### config.mk
export PLATFORM = sky130hd
export DESIGN_NAME = serial_port
export DESIGN_NICKNAME = d
export VERILOG_FILES = /design/src/design/serial_port_pkg.sv /design/src/design/serial_port.sv
export SDC_FILE = /design/constraint.sdc
export NUM_CORES = 1
export LEC_CHECK = 0
export BUFFER_PORTS_ARGS = -buffer_cell sky130_fd_sc_hd__buf_4
export CELL_PAD_IN_SITES_DETAIL_PLACEMENT = 2
export CELL_PAD_IN_SITES_GLOBAL_PLACEMENT = 2
export CORE_ASPECT_RATIO = 0.75
export CORE_MARGIN = 2
export CORE_UTILIZATION = 30
export DETAILED_ROUTE_END_ITERATION = 10
export HOLD_SLACK_MARGIN = 0.15
export PLACE_DENSITY = 0.7
export SLEW_MARGIN = 20
export SYNTH_ARGS = -nofsm -noshare
export SYNTH_HDL_FRONTEND = slang
export SYNTH_SLANG_ARGS = --single-unit
### constraint.sdc
create_clock -name CORE_CLK -period 3.6 [get_ports CORE_CLK]
set_clock_uncertainty 0.15 [all_clocks]
set_input_delay 0.36 -clock CORE_CLK [delete_from_list [all_inputs] [get_ports CORE_CLK]]
set_output_delay 0.36 -clock CORE_CLK [all_outputs]
set_load 0.01 [all_outputs]
### src/design/serial_port_pkg.sv
// shared constants and types for the four mode serial port
package serial_port_pkg;

   // register map of the special function register port
   localparam logic [7:0] CTRL_ADDR = 8'h98;
   localparam logic [7:0] BUF_ADDR  = 8'h99;
   localparam logic [7:0] BUF_RST   = 8'h00;
   localparam logic [7:0] RD_UNMAPPED = 8'h00;

   // operating modes, value of {mode_sel_hi, mode_sel_lo}
   localparam logic [1:0] MODE_SHIFT = 2'h0;
   localparam logic [1:0] MODE_8VAR  = 2'h1;
   localparam logic [1:0] MODE_9FIX  = 2'h2;
   localparam logic [1:0] MODE_9VAR  = 2'h3;

   // bit timing: the async engines sample at 16x the bit rate
   localparam int SAMPLES_PER_BIT = 16;
   localparam int FIX_DIV_SLOW    = 64;
   localparam int FIX_DIV_FAST    = 32;
   localparam logic [1:0] FIX_SLOW_LIM =
      2'(FIX_DIV_SLOW / SAMPLES_PER_BIT - 1);
   localparam logic [1:0] FIX_FAST_LIM =
      2'(FIX_DIV_FAST / SAMPLES_PER_BIT - 1);
   localparam logic [3:0] SAMPLE_MID  = 4'(SAMPLES_PER_BIT / 2 - 1);
   localparam logic [3:0] SAMPLE_LAST = 4'(SAMPLES_PER_BIT - 1);

   // frame lengths as index of the last bit (tx: start bit is index 0; rx and shift: first data bit is index 0)
   localparam logic [3:0] TX_LAST_8 = 4'h9;
   localparam logic [3:0] TX_LAST_9 = 4'ha;
   localparam logic [3:0] RX_LAST_8 = 4'h8;
   localparam logic [3:0] RX_LAST_9 = 4'h9;
   localparam logic [3:0] M0_LAST   = 4'h7;

   // control and status register, msb first
   typedef struct packed
   {
      logic mode_sel_hi;
      logic mode_sel_lo;
      logic multiproc_enable;
      logic rx_enable;
      logic tx_ninth_bit;
      logic rx_ninth_bit;
      logic tx_done_flag;
      logic rx_done_flag;
   } ctrl_t;

   localparam ctrl_t CTRL_RST = ctrl_t'(8'h00);

   // one access on the special function register port
   typedef struct packed
   {
      logic       wr;
      logic       rd;
      logic [7:0] addr;
      logic [7:0] wdata;
   } sfr_req_t;

endpackage

### src/design/serial_port.sv
// four mode serial port with transmit fifo
`timescale 1ns/1ps
`default_nettype none
// Function
// - buffer write loads transmitter; buffer read returns separate receive byte
// - mode bits pick shift, 8-bit variable, 9-bit fixed, 9-bit variable
// - 8-bit mode with filtering: bad stop bit raises no receive flag
// - 9-bit modes with filtering: ninth bit 0 raises no receive flag
// - async receiver works only while rx_enable is set
// - 9-bit modes send tx_ninth_bit as ninth data bit
// - rx_ninth_bit takes ninth bit, or stop bit in 8-bit mode
// - transmit flag set at eighth bit end or stop start; software clears
// - receive flag set at eighth bit end or mid stop; software clears
// - shift mode: data on input line, clock on output line, lsb first
// - shift mode receive starts when rx_enable is 1 and flag is 0
// - 8-bit frame: low start, eight data lsb first, high stop
// - variable rates come from timer overflow pulses, per direction
// - 8-bit mode loads a 1 as ninth bit, the stop bit
// - async receive begins on falling edge, start bit discarded
// - final shift latches byte, ninth bit and flag only when allowed
// - fixed 9-bit rate is core clock over 64, or 32 doubled
// - 9-bit frame: start, eight data, ninth bit, stop: eleven bits
// - 9-bit transmit starts shifting at next bit-rate tick
// - variable 9-bit mode equals fixed mode except timing source
// - buffer write accepted by the fifo starts transmit, a write while full is dropped; async receive needs rx_enable
// - receiver double-buffered: shift register apart from read buffer
// - timer 2 timing: sixteen overflows per bit
// - in variable modes, clock-from-timer-2 selects pick timer 2, else timer 1

module serial_tx_fifo
   import serial_port_pkg::*;
#(
   parameter int WIDTH = 8,
   parameter int DEPTH = 8
)
(
   input  wire logic             clk,
   input  wire logic             resetn,
   input  wire logic             in_valid,
   output logic                  in_ready,
   input  wire logic [WIDTH-1:0] in_data,
   output logic                  out_valid,
   input  wire logic             out_ready,
   output logic      [WIDTH-1:0] out_data
);
   localparam int AW = (DEPTH > 1) ? $clog2(DEPTH) : 1;
   localparam logic [AW:0]   FULL_CNT = (AW+1)'(DEPTH);
   localparam logic [AW-1:0] LAST_PTR = AW'(DEPTH - 1);

   typedef struct packed
   {
      logic [DEPTH-1:0][WIDTH-1:0] mem;
      logic [AW-1:0]               rd_ptr;
      logic [AW-1:0]               wr_ptr;
      logic [AW:0]                 count;
   } fifo_state_t;

   fifo_state_t st_ff;
   fifo_state_t nxt_st;
   logic        push;
   logic        pop;

   // pointer advance with wrap, depth need not be a power of two
   function automatic logic [AW-1:0] next_ptr(input logic [AW-1:0] p);
      return (p == LAST_PTR) ? '0 : p + 1'b1;
   endfunction

   // handshakes
   assign in_ready  = (st_ff.count != FULL_CNT);
   assign out_valid = (st_ff.count != '0);
   assign out_data  = st_ff.mem[st_ff.rd_ptr];
   assign push      = in_valid & in_ready;
   assign pop       = out_valid & out_ready;

   // next state
   always_comb
   begin
      nxt_st = st_ff;
      if (push)
      begin
         nxt_st.mem[st_ff.wr_ptr] = in_data;
         nxt_st.wr_ptr            = next_ptr(st_ff.wr_ptr);
      end
      if (pop)
      begin
         nxt_st.rd_ptr = next_ptr(st_ff.rd_ptr);
      end
      nxt_st.count = st_ff.count + (AW+1)'(push) - (AW+1)'(pop);
   end

   // state register
   always_ff @(posedge clk or negedge resetn)
   begin
      if (!resetn)
         st_ff <= '0;
      else
         st_ff <= nxt_st;
   end
endmodule // serial_tx_fifo

module serial_port
   import serial_port_pkg::*;
#(
   parameter int TX_FIFO_DEPTH = 8
)
(
   input  wire logic       CORE_CLK,
   input  wire logic       RESETN,
   input  wire sfr_req_t   SFR_REQ,
   output logic [7:0]      SFR_RDATA,
   output logic            TX_READY,
   input  wire logic       BAUD_DOUBLE,
   input  wire logic       TX_CLK_FROM_T2,
   input  wire logic       RX_CLK_FROM_T2,
   input  wire logic       T1_OVF,
   input  wire logic       T2_OVF,
   input  wire logic       SERIAL_IN_LINE,
   output logic            SERIAL_IN_DRIVE,
   output logic            SERIAL_IN_OE_N,
   output logic            SERIAL_OUT_LINE
);
   typedef enum logic [3:0]
   {
      TX_IDLE = 4'b0001,
      TX_WAIT = 4'b0010,
      TX_RUN  = 4'b0100,
      TX_SH0  = 4'b1000
   } tx_state_t;

   typedef enum logic [2:0]
   {
      RX_IDLE  = 3'b001,
      RX_START = 3'b010,
      RX_DATA  = 3'b100
   } rx_state_t;

   typedef struct packed
   {
      logic        in_s1;
      logic        in_s2;
      logic        in_s3;
      ctrl_t       ctrl;
      logic [7:0]  rx_buf;
      logic [7:0]  rdata;
      tx_state_t   tx_st;
      logic [10:0] tx_sh;
      logic [3:0]  tx_bits;
      logic [3:0]  tx_div;
      logic        m0_rx;
      logic        m0_ph;
      logic        txd;
      logic        drv;
      logic        oe_n;
      rx_state_t   rx_st;
      logic [3:0]  rx_div;
      logic [3:0]  rx_bits;
      logic [9:0]  rx_sh;
      logic        t1_half;
      logic [1:0]  fix_div;
   } core_state_t;

   core_state_t st_ff;
   core_state_t nxt_st;
   logic [1:0]  mode;
   logic        nine;
   logic        fix_tick;
   logic        t1_tick;
   logic        tx_tick;
   logic        rx_tick;
   logic        tx_bit;
   logic        rx_fall;
   logic [3:0]  tx_last;
   logic [3:0]  rx_last;
   logic        fifo_valid;
   logic        fifo_pop;
   logic [7:0]  fifo_data;
   logic        fifo_ready;
   logic [9:0]  rx_new;
   logic        rx_bit9;
   logic        m0_in;
   logic        set_ti;
   logic        set_ri;

   // one decoder for both read and write side of the port
   function automatic logic hit(input logic [7:0] a, input logic [7:0] t);
      return a == t;
   endfunction

   // 16x sample enable for one direction
   function automatic logic pick_tick(input logic [1:0] m,
                                      input logic       use_t2,
                                      input logic       fix,
                                      input logic       t1,
                                      input logic       t2);
      if (m == MODE_9FIX)
         return fix;
      return use_t2 ? t2 : t1;
   endfunction

   // mode decode and rate enables
   assign mode     = {st_ff.ctrl.mode_sel_hi, st_ff.ctrl.mode_sel_lo};
   assign nine     = mode[1];
   assign tx_last  = nine ? TX_LAST_9 : TX_LAST_8;
   assign rx_last  = nine ? RX_LAST_9 : RX_LAST_8;
   assign fix_tick = st_ff.fix_div ==
                     (BAUD_DOUBLE ? FIX_FAST_LIM : FIX_SLOW_LIM);
   // timer 1 runs at 32 overflows per bit unless doubled
   assign t1_tick  = T1_OVF & (BAUD_DOUBLE | st_ff.t1_half);
   assign tx_tick  = pick_tick(mode, TX_CLK_FROM_T2, fix_tick, t1_tick,
                               T2_OVF);
   assign rx_tick  = pick_tick(mode, RX_CLK_FROM_T2, fix_tick, t1_tick,
                               T2_OVF);
   assign tx_bit   = tx_tick & (st_ff.tx_div == SAMPLE_LAST);
   // edge seen on synchronised copies only
   assign rx_fall  = st_ff.in_s3 & ~st_ff.in_s2;
   assign rx_new   = {st_ff.in_s2, st_ff.rx_sh[9:1]};
   assign rx_bit9  = nine ? rx_new[8] : rx_new[9];
   assign m0_in    = st_ff.m0_rx & st_ff.in_s2;

   // buffer writes queue here so software may write ahead
   serial_tx_fifo
   #(
      .WIDTH (8),
      .DEPTH (TX_FIFO_DEPTH)
   )
   u_tx_fifo
   (
      .clk       (CORE_CLK),
      .resetn    (RESETN),
      .in_valid  (SFR_REQ.wr & hit(SFR_REQ.addr, BUF_ADDR)),
      .in_ready  (fifo_ready),
      .in_data   (SFR_REQ.wdata),
      .out_valid (fifo_valid),
      .out_ready (fifo_pop),
      .out_data  (fifo_data)
   );

   // next state of the whole port
   always_comb
   begin
      nxt_st   = st_ff;
      set_ti   = 1'b0;
      set_ri   = 1'b0;
      fifo_pop = 1'b0;

      // two stage synchroniser, stage three only for edge detect
      nxt_st.in_s1 = SERIAL_IN_LINE;
      nxt_st.in_s2 = st_ff.in_s1;
      nxt_st.in_s3 = st_ff.in_s2;

      // rate dividers
      nxt_st.fix_div = fix_tick ? 2'h0 : st_ff.fix_div + 2'h1;
      if (T1_OVF)
         nxt_st.t1_half = ~st_ff.t1_half;
      if (tx_tick)
         nxt_st.tx_div = st_ff.tx_div + 4'h1;

      // register port; receive byte and control read back
      if (SFR_REQ.rd)
      begin
         if (hit(SFR_REQ.addr, BUF_ADDR))
            nxt_st.rdata = st_ff.rx_buf;
         else if (hit(SFR_REQ.addr, CTRL_ADDR))
            nxt_st.rdata = st_ff.ctrl;
         else
            nxt_st.rdata = RD_UNMAPPED;
      end
      if (SFR_REQ.wr && hit(SFR_REQ.addr, CTRL_ADDR))
         nxt_st.ctrl = ctrl_t'(SFR_REQ.wdata);

      // transmitter, also drives the shift clock in mode 0
      case (st_ff.tx_st)
         TX_IDLE:
         begin
            nxt_st.txd  = 1'b1;
            nxt_st.drv  = 1'b1;
            nxt_st.oe_n = 1'b1;
            nxt_st.tx_bits = 4'h0;
            nxt_st.m0_ph   = 1'b0;
            if (fifo_valid)
            begin
               fifo_pop     = 1'b1;
               nxt_st.m0_rx = 1'b0;
               // ninth slot is the stop bit in 8-bit mode
               nxt_st.tx_sh = {1'b1,
                               nine ? st_ff.ctrl.tx_ninth_bit : 1'b1,
                               fifo_data, 1'b0};
               if (mode == MODE_SHIFT)
               begin
                  nxt_st.tx_sh[7:0] = fifo_data;
                  nxt_st.txd        = 1'b0;
                  nxt_st.drv        = fifo_data[0];
                  nxt_st.oe_n       = 1'b0;
                  nxt_st.tx_st      = TX_SH0;
               end
               else
                  nxt_st.tx_st = TX_WAIT;
            end
            else if (mode == MODE_SHIFT && st_ff.ctrl.rx_enable &&
                     !st_ff.ctrl.rx_done_flag)
            begin
               nxt_st.m0_rx = 1'b1;
               nxt_st.txd   = 1'b0;
               nxt_st.tx_st = TX_SH0;
            end
         end
         TX_WAIT:
         begin
            // hold off until the next bit-rate tick
            if (tx_bit)
            begin
               nxt_st.txd   = st_ff.tx_sh[0];
               nxt_st.tx_st = TX_RUN;
            end
         end
         TX_RUN:
         begin
            if (tx_bit)
            begin
               if (st_ff.tx_bits == tx_last)
               begin
                  nxt_st.txd   = 1'b1;
                  nxt_st.tx_st = TX_IDLE;
               end
               else
               begin
                  nxt_st.tx_sh   = {1'b1, st_ff.tx_sh[10:1]};
                  nxt_st.txd     = st_ff.tx_sh[1];
                  nxt_st.tx_bits = st_ff.tx_bits + 4'h1;
                  if (st_ff.tx_bits + 4'h1 == tx_last)
                     set_ti = 1'b1;
               end
            end
         end
         TX_SH0:
         begin
            // one core cycle per half period: clock low, then high
            nxt_st.m0_ph = ~st_ff.m0_ph;
            if (!st_ff.m0_ph)
               nxt_st.txd = 1'b1;
            else
            begin
               nxt_st.tx_sh[7:0] = {m0_in, st_ff.tx_sh[7:1]};
               nxt_st.tx_bits    = st_ff.tx_bits + 4'h1;
               if (st_ff.tx_bits == M0_LAST)
               begin
                  nxt_st.tx_st = TX_IDLE;
                  nxt_st.oe_n  = 1'b1;
                  if (st_ff.m0_rx)
                  begin
                     nxt_st.rx_buf = {m0_in, st_ff.tx_sh[7:1]};
                     set_ri        = 1'b1;
                  end
                  else
                     set_ti = 1'b1;
               end
               else
               begin
                  nxt_st.txd = 1'b0;
                  nxt_st.drv = st_ff.tx_sh[1];
               end
            end
         end
         default:
         begin
            nxt_st.tx_st = TX_IDLE;
         end
      endcase

      // asynchronous receiver; its shift register is the second buffer
      case (st_ff.rx_st)
         RX_IDLE:
         begin
            nxt_st.rx_div  = 4'h0;
            nxt_st.rx_bits = 4'h0;
            if (mode != MODE_SHIFT && st_ff.ctrl.rx_enable && rx_fall)
               nxt_st.rx_st = RX_START;
         end
         RX_START:
         begin
            if (!st_ff.ctrl.rx_enable || mode == MODE_SHIFT)
               nxt_st.rx_st = RX_IDLE;
            else if (rx_tick)
            begin
               nxt_st.rx_div = st_ff.rx_div + 4'h1;
               if (st_ff.rx_div == SAMPLE_MID)
               begin
                  // a glitch shorter than half a bit is ignored
                  nxt_st.rx_div = 4'h0;
                  nxt_st.rx_st  = st_ff.in_s2 ? RX_IDLE : RX_DATA;
               end
            end
         end
         RX_DATA:
         begin
            if (!st_ff.ctrl.rx_enable || mode == MODE_SHIFT)
               nxt_st.rx_st = RX_IDLE;
            else if (rx_tick)
            begin
               nxt_st.rx_div = st_ff.rx_div + 4'h1;
               if (st_ff.rx_div == SAMPLE_LAST)
               begin
                  nxt_st.rx_sh   = rx_new;
                  nxt_st.rx_bits = st_ff.rx_bits + 4'h1;
                  if (st_ff.rx_bits == rx_last)
                  begin
                     nxt_st.rx_st = RX_IDLE;
                     // frame dropped when flag pending or filtered
                     if (!st_ff.ctrl.rx_done_flag &&
                         (!st_ff.ctrl.multiproc_enable || rx_bit9))
                     begin
                        nxt_st.rx_buf = nine ? rx_new[7:0]
                                             : rx_new[8:1];
                        nxt_st.ctrl.rx_ninth_bit = rx_bit9;
                        set_ri = 1'b1;
                     end
                  end
               end
            end
         end
         default:
         begin
            nxt_st.rx_st = RX_IDLE;
         end
      endcase

      // hardware set beats a software clear in the same cycle
      if (set_ti)
         nxt_st.ctrl.tx_done_flag = 1'b1;
      if (set_ri)
         nxt_st.ctrl.rx_done_flag = 1'b1;
   end

   // state register; line idles high after reset
   always_ff @(posedge CORE_CLK or negedge RESETN)
   begin
      if (!RESETN)
      begin
         st_ff        <= '0;
         st_ff.in_s1  <= 1'b1;
         st_ff.in_s2  <= 1'b1;
         st_ff.in_s3  <= 1'b1;
         st_ff.ctrl   <= CTRL_RST;
         st_ff.rx_buf <= BUF_RST;
         st_ff.tx_st  <= TX_IDLE;
         st_ff.rx_st  <= RX_IDLE;
         st_ff.txd    <= 1'b1;
         st_ff.drv    <= 1'b1;
         st_ff.oe_n   <= 1'b1;
      end
      else
         st_ff <= nxt_st;
   end

   // outputs
   assign SFR_RDATA       = st_ff.rdata;
   assign TX_READY        = fifo_ready;
   assign SERIAL_OUT_LINE = st_ff.txd;
   assign SERIAL_IN_DRIVE = st_ff.drv;
   assign SERIAL_IN_OE_N  = st_ff.oe_n;
endmodule // serial_port
`default_nettype wire

Word level (Yosys, flattened, before mapping)
Index checks and enable logic that the tools add are counted.
{ "word_totals": {"out_inout_bits": 12, "word_cells": 248, "register_bits": 153} }
{ "op_classes": {"addsub": 9, "reduce_logical": 36, "eq_ne": 42, "n_bitwise": 12, "order_cmp": 3, "n_mux": 106} }
{ "ops": {"columns": ["cell", "count"], "rows": [
  ["$mux W8", 16],
  ["$bwmux W64", 1],
  ["$mux W1", 44],
  ["$pmux W12 S3", 1],
  ["$mux W4", 8],
  ["$mux W3", 10],
  ["$ne A2 B2 Y1 const B", 13],
  ["$bmux W8 S3", 1],
  ["$demux W8 S3", 1],
  ["$mux W21", 1],
  ["$reduce_and A4 Y1", 5],
  ["$mux W19", 1],
  ["$mux W18", 1],
  ["$ne A3 B3 Y1 const B", 6],
  ["$add A4 B1 Y4 const B", 4],
  ["$eq A8 B8 Y1 const B", 2],
  ["$pmux W4 S4", 1],
  ["$mux W15", 1],
  ["$mux W14", 1],
  ["$mux W7", 2],
  ["$reduce_bool A2 Y1", 7],
  ["$eq A4 B3 Y1 const B", 3],
  ["$eq A4 B4 Y1", 3],
  ["$eq A4 B4 Y1 const B", 3],
  ["other kinds (39)", 72]
]} }

Longest topological paths before layout
{ "depth": {"word_depth": 11, "depth_mapped": 10} }

Cells and area by module
Synthesis repeated with hierarchy kept, for this count alone.
{ "hier_totals": {"cells_unflattened": 635, "area_unflattened_um2": 8064.0} }
{ "modules_own_cells": {"columns": ["module", "cells_each", "seq_area_each_um2", "instances", "area_each_um2"], "rows": [
  ["serial_port", 415, 1961.9, 1, 4411.7],
  ["serial_tx_fifo", 220, 1851.8, 1, 3652.3]
]} }

Least setup slack after synthesis
Ideal clock, no wire load.
{ "synth_path": {"kind": "register to register", "from": "register st_ff[48] (netlist bit)", "to": "register u_tx_fifo.st_ff[2] (netlist bit)", "setup_time_ns": 0.123, "slack_ns": 0.886, "path_buffers": 0, "period_less_slack_ns": 2.714, "arrival_ns": 2.442, "path_stages_with_launch": 9, "path_cell_list": "dfstp_2 or4b_2 nor2_2 ha_1 inv_1 ha_1 inv_1 fa_1 xnor2_1"} }
{ "synth_rtl": {"columns": ["item", "line", "rtl"], "rows": [
  ["start, declared", "serial_port.sv:162", "core_state_t st_ff;"],
  ["start signal, assigned", "serial_port.sv:452", "st_ff <= nxt_st;"],
  ["end signal, assigned", "serial_port.sv:97", "st_ff <= nxt_st;"],
  ["end, declared", "serial_port.sv:58", "fifo_state_t st_ff;"]
]} }

==> flow_summary.rst <==
.. list-table::
   :header-rows: 1

   * - Metric
     - Value
   * - Status
     - complete, no violations
   * - Total placed instance area
     - 8210 um^2
   * - Count of cells resized by post-cts repair
     - 0
   * - Number of levels in the clock H-tree
     - 4
   * - Cell type group with the largest total delay on the critical path
     - simple AND/OR/NAND/NOR gates
   * - Placed cell count
     - 983
   * - First-pass GRT wire length
     - 34,400 um
   * - Number of distinct standard cells referenced by the synthesized netlist
     - 70
   * - Number of antenna violations at the first check in global routing
     - 0
   * - Worst-case hold slack
     - 199 ps
   * - Final number of max-transition violations
     - 0
   * - Ratio of cells with drive above 1 in the final layout
     - 31.8%
   * - DR vias
     - 5,293
   * - Via count normalized by instance count
     - 5.14
   * - Starting utilization of the core area
     - 30.5%
   * - Filler cell count
     - 2,575
   * - Final hold viol count
     - 0
   * - Residual antenna-violating net count after detailed routing
     - 0
   * - Share of async-settable or async-resettable flops after synthesis
     - 100%
   * - Full die area
     - 26,700 um^2
   * - Final-layout setup total negative slack
     - 0 ps
   * - Net count after synthesis
     - 674
   * - Number of global-route vias before repair
     - 5,967
   * - Maximum achievable frequency
     - 333 MHz
   * - Classification of the worst setup path
     - register to register
   * - Non-filler instance count after layout
     - 1,029
   * - Reported max-cap violation count
     - 0
   * - Period utilization
     - 83.4%
   * - Startpoint type of the worst setup path
     - register
   * - Pin count of the biggest net entering global routing
     - 74
   * - Post-synthesis register bit count
     - 152
   * - Leakage
     - 0.00408 uW
   * - Count of input and output buffers
     - 37
   * - Actual transition at the worst max-transition pin
     - 959 ps
   * - Crit-path most repeated cell
     - sky130_fd_sc_hd__inv_1
   * - Final RePlAce weighted congestion
     - 0.803
   * - Length of the first detailed-routing pass in iterations
     - 4
   * - Number of buffers added by the clock tree synthesis step
     - 17
   * - Setup Viol. Count Final
     - 0
   * - CTS sink count
     - 152
   * - Unrepaired setup endpoints after global routing
     - no
   * - Total area of multi-input combinational cells
     - 3560 um^2
   * - Post-layout instance area
     - 8940 um^2
   * - Clock Path Buffers
     - 2
   * - 1st-iter DRT viols
     - 271
   * - Power per standard cell area
     - 558 nW/um^2
   * - TritonCTS clock tree
     - done
   * - Type of destination of the critical path
     - register
   * - Layout-stage area growth over the synthesis result
     - 17.6%
   * - Die X
     - 188 um
   * - Diodes inserted
     - 0
   * - Time the final worst path needs with I/O delays and setup
     - 3000 ps
   * - Site row count
     - 50
   * - Number of setup buffers added after CTS
     - 0
   * - Floorplan core area
     - 25,000 um^2
   * - Max_slew headroom
     - 35.1%
   * - Die Y
     - 142 um
   * - Data required, critical path
     - 3770 ps
   * - GRT overflow
     - 0
   * - Worst slack at placement
     - 587 ps
   * - Buffers and inverters on the worst path
     - 3
   * - Clock-pin slew on the worst setup and hold paths
     - 60 ps
   * - HPWL after DPL
     - 14,500 um
   * - Peak supply drop
     - 361 uV
   * - Wire length reported by the detailed router
     - 20,900 um
   * - Seq/Total Area, Yosys
     - 50.1%
   * - Most used flip-flop cell after synthesis
     - sky130_fd_sc_hd__dfrtp_1
   * - Delay of the slowest cell on the worst path
     - 660 ps
   * - Synthesized netlist cell count
     - 633
   * - Sequential cell area
     - 3810 um^2
   * - Average footprint of a synthesized cell
     - 12.0 um^2
   * - Total routing usage reported by global routing
     - 16.7%
   * - Average wire per standard cell
     - 20.3 um
   * - NumNets Final
     - 719
   * - Number of enable flip-flop cells after synthesis
     - 0
   * - CP Data Arrival Time
     - 3180 ps
   * - Class of the tightest hold or removal check
     - primary input to register
   * - Final Worst Setup Slack
     - 598 ps
   * - Clock insertion delay at the later pin of the skew report
     - 440 ps
   * - Yosys warning count
     - 0
   * - Quantity of hold-fixing buffers added after cts
     - 13
   * - DR DRC count
     - 0
   * - Cell type of the slowest stage on the worst timing path
     - sky130_fd_sc_hd__or4b_2
   * - CP Max Fanout
     - 8
   * - Post-synth design cell area
     - 7610 um^2
   * - Chain of cells forming the critical path
     - or4b_2 > nor2_2 > ha_1 > inv_1 > ha_1 > inv_1 > fa_1 > inv_1
   * - Ports
     - 38
   * - Root buffer selected by CTS
     - sky130_fd_sc_hd__clkbuf_16
[sequential cells by signal, summed over array words and instances (netlist names)]
name	flops
mode	1
SERIAL_IN_DRIVE	1
SFR_RDATA	8
SERIAL_IN_OE_N	1
SERIAL_OUT_LINE	1
nxt_st	2
nine	1
rx_new	9
st_ff	54
u_tx_fifo.st_ff	74
[metal layers]
layer | track usage (%) | part of all wire (%) | vias to the layer above
li1 | - | - | 2422
met3 | 3.69 | 3.5 | 18
met5 | 0 | 0 | -
met1 | 22.6 | 47 | 2796
met2 | 27.4 | 48 | 57
met4 | 3.85 | 0.98 | 0
[final cells by class]
type | instances | area share, %
inverters | 18 | 0.755
flip-flops and latches | 152 | 42.6
repair buffers | 58 | 5.41
clock inverters | 11 | 1.68
multi-input cells | 431 | 39.8
clock buffers | 21 | 5.04
well taps | 338 | 4.73
[logic make-up after synthesis]
kind of cell | count (synthesis) | synth area share [%]
adders and majority gates | 15 | 2.57
muxes | 132 | 21.7
buffers and inverters | 50 | 3.11
and+or+nand+nor | 162 | 11.8
DFF | 152 | 50.1
AOI/OAI and AO/OA | 111 | 9.49
xor gates and xnor gates | 11 | 1.27
[worst paths after layout]
check	start	endpoint	slack, ps	cells after the start
min in group asynchronous	RESETN	st_ff[49]	390	2
hold reg to reg	nxt_st[77]	nxt_st[76]	210	0
max in group asynchronous	RESETN	nxt_st[76]	2000	3
hold / removal	SFR_REQ[17]	st_ff[69]	200	3
setup reg to reg	st_ff[48]	u_tx_fifo.st_ff[1]	600	8
setup / recovery	st_ff[48]	u_tx_fifo.st_ff[1]	600	8
[tightest hold or removal path: cells and delay by family]
kind | cells | cell delay (ps)
buf+inv | 1 | 130
compound gates | 2 | 240
[through the flow]
step                      util, %  power, uW
final                        35.8       4990
after global routing         35.8       5270
after CTS                    35.8       5050
after detailed placement     32.9       3150
after global placement       32.9       3070
after floorplan                 -       2770
[cell usage in the layout, fill, tap and decap left out, types with 15 or more instances in the layout]
cell / netlist / routed
sky130_fd_sc_hd__dfrtp_1: 144 / 144
sky130_fd_sc_hd__mux2_2: 101 / 101
sky130_fd_sc_hd__nand2_1: 50 / 50
sky130_fd_sc_hd__buf_4: 10 / 42
sky130_fd_sc_hd__nor2_1: 40 / 40
sky130_fd_sc_hd__o21ai_0: 34 / 34
sky130_fd_sc_hd__a21oi_1: 27 / 27
sky130_fd_sc_hd__inv_1: 18 / 18
sky130_fd_sc_hd__clkbuf_16: 0 / 17
sky130_fd_sc_hd__mux4_2: 16 / 16
sky130_fd_sc_hd__nand3_1: 15 / 15
sky130_fd_sc_hd__mux2i_1: 15 / 15
[synthesized netlist by cell type (3+ instances only)]
master / n / area [um^2]
sky130_fd_sc_hd__mux2_2: 101 / 1140
sky130_fd_sc_hd__a21o_1: 4 / 30.0
sky130_fd_sc_hd__nand4_1: 5 / 31.3
sky130_fd_sc_hd__a222oi_1: 6 / 60.1
sky130_fd_sc_hd__dfstp_2: 8 / 210
sky130_fd_sc_hd__a22oi_1: 9 / 67.6
sky130_fd_sc_hd__nand3b_1: 3 / 22.5
sky130_fd_sc_hd__nand3_1: 15 / 75.1
sky130_fd_sc_hd__o21ai_0: 34 / 170
sky130_fd_sc_hd__nand2b_1: 4 / 25.0
sky130_fd_sc_hd__or4b_2: 3 / 30.0
sky130_fd_sc_hd__dfrtp_1: 144 / 3600
sky130_fd_sc_hd__and2_1: 3 / 18.8
sky130_fd_sc_hd__mux4_2: 16 / 360
sky130_fd_sc_hd__nor2_1: 40 / 150
sky130_fd_sc_hd__and3_1: 9 / 56.3
sky130_fd_sc_hd__a21oi_1: 27 / 135
sky130_fd_sc_hd__inv_1: 18 / 67.6
sky130_fd_sc_hd__mux2i_1: 15 / 150
sky130_fd_sc_hd__buf_2: 9 / 45.0
sky130_fd_sc_hd__ha_1: 14 / 175
sky130_fd_sc_hd__nor3_1: 4 / 20.0
sky130_fd_sc_hd__nand2_1: 50 / 188
sky130_fd_sc_hd__xnor2_1: 6 / 52.6
sky130_fd_sc_hd__xor2_1: 5 / 43.8
sky130_fd_sc_hd__clkbuf_1: 8 / 30.0
sky130_fd_sc_hd__buf_4: 10 / 75.1
sky130_fd_sc_hd__a2111oi_0: 3 / 26.3
sky130_fd_sc_hd__buf_1: 5 / 18.8
[where the power goes]
part	internal [uW]	switching (uW)	total (uW)
logic	456	587	1040
registers	1870	223	2100
clock network	1110	743	1850
No activity file was read; power rests on OpenSTA's default activity.
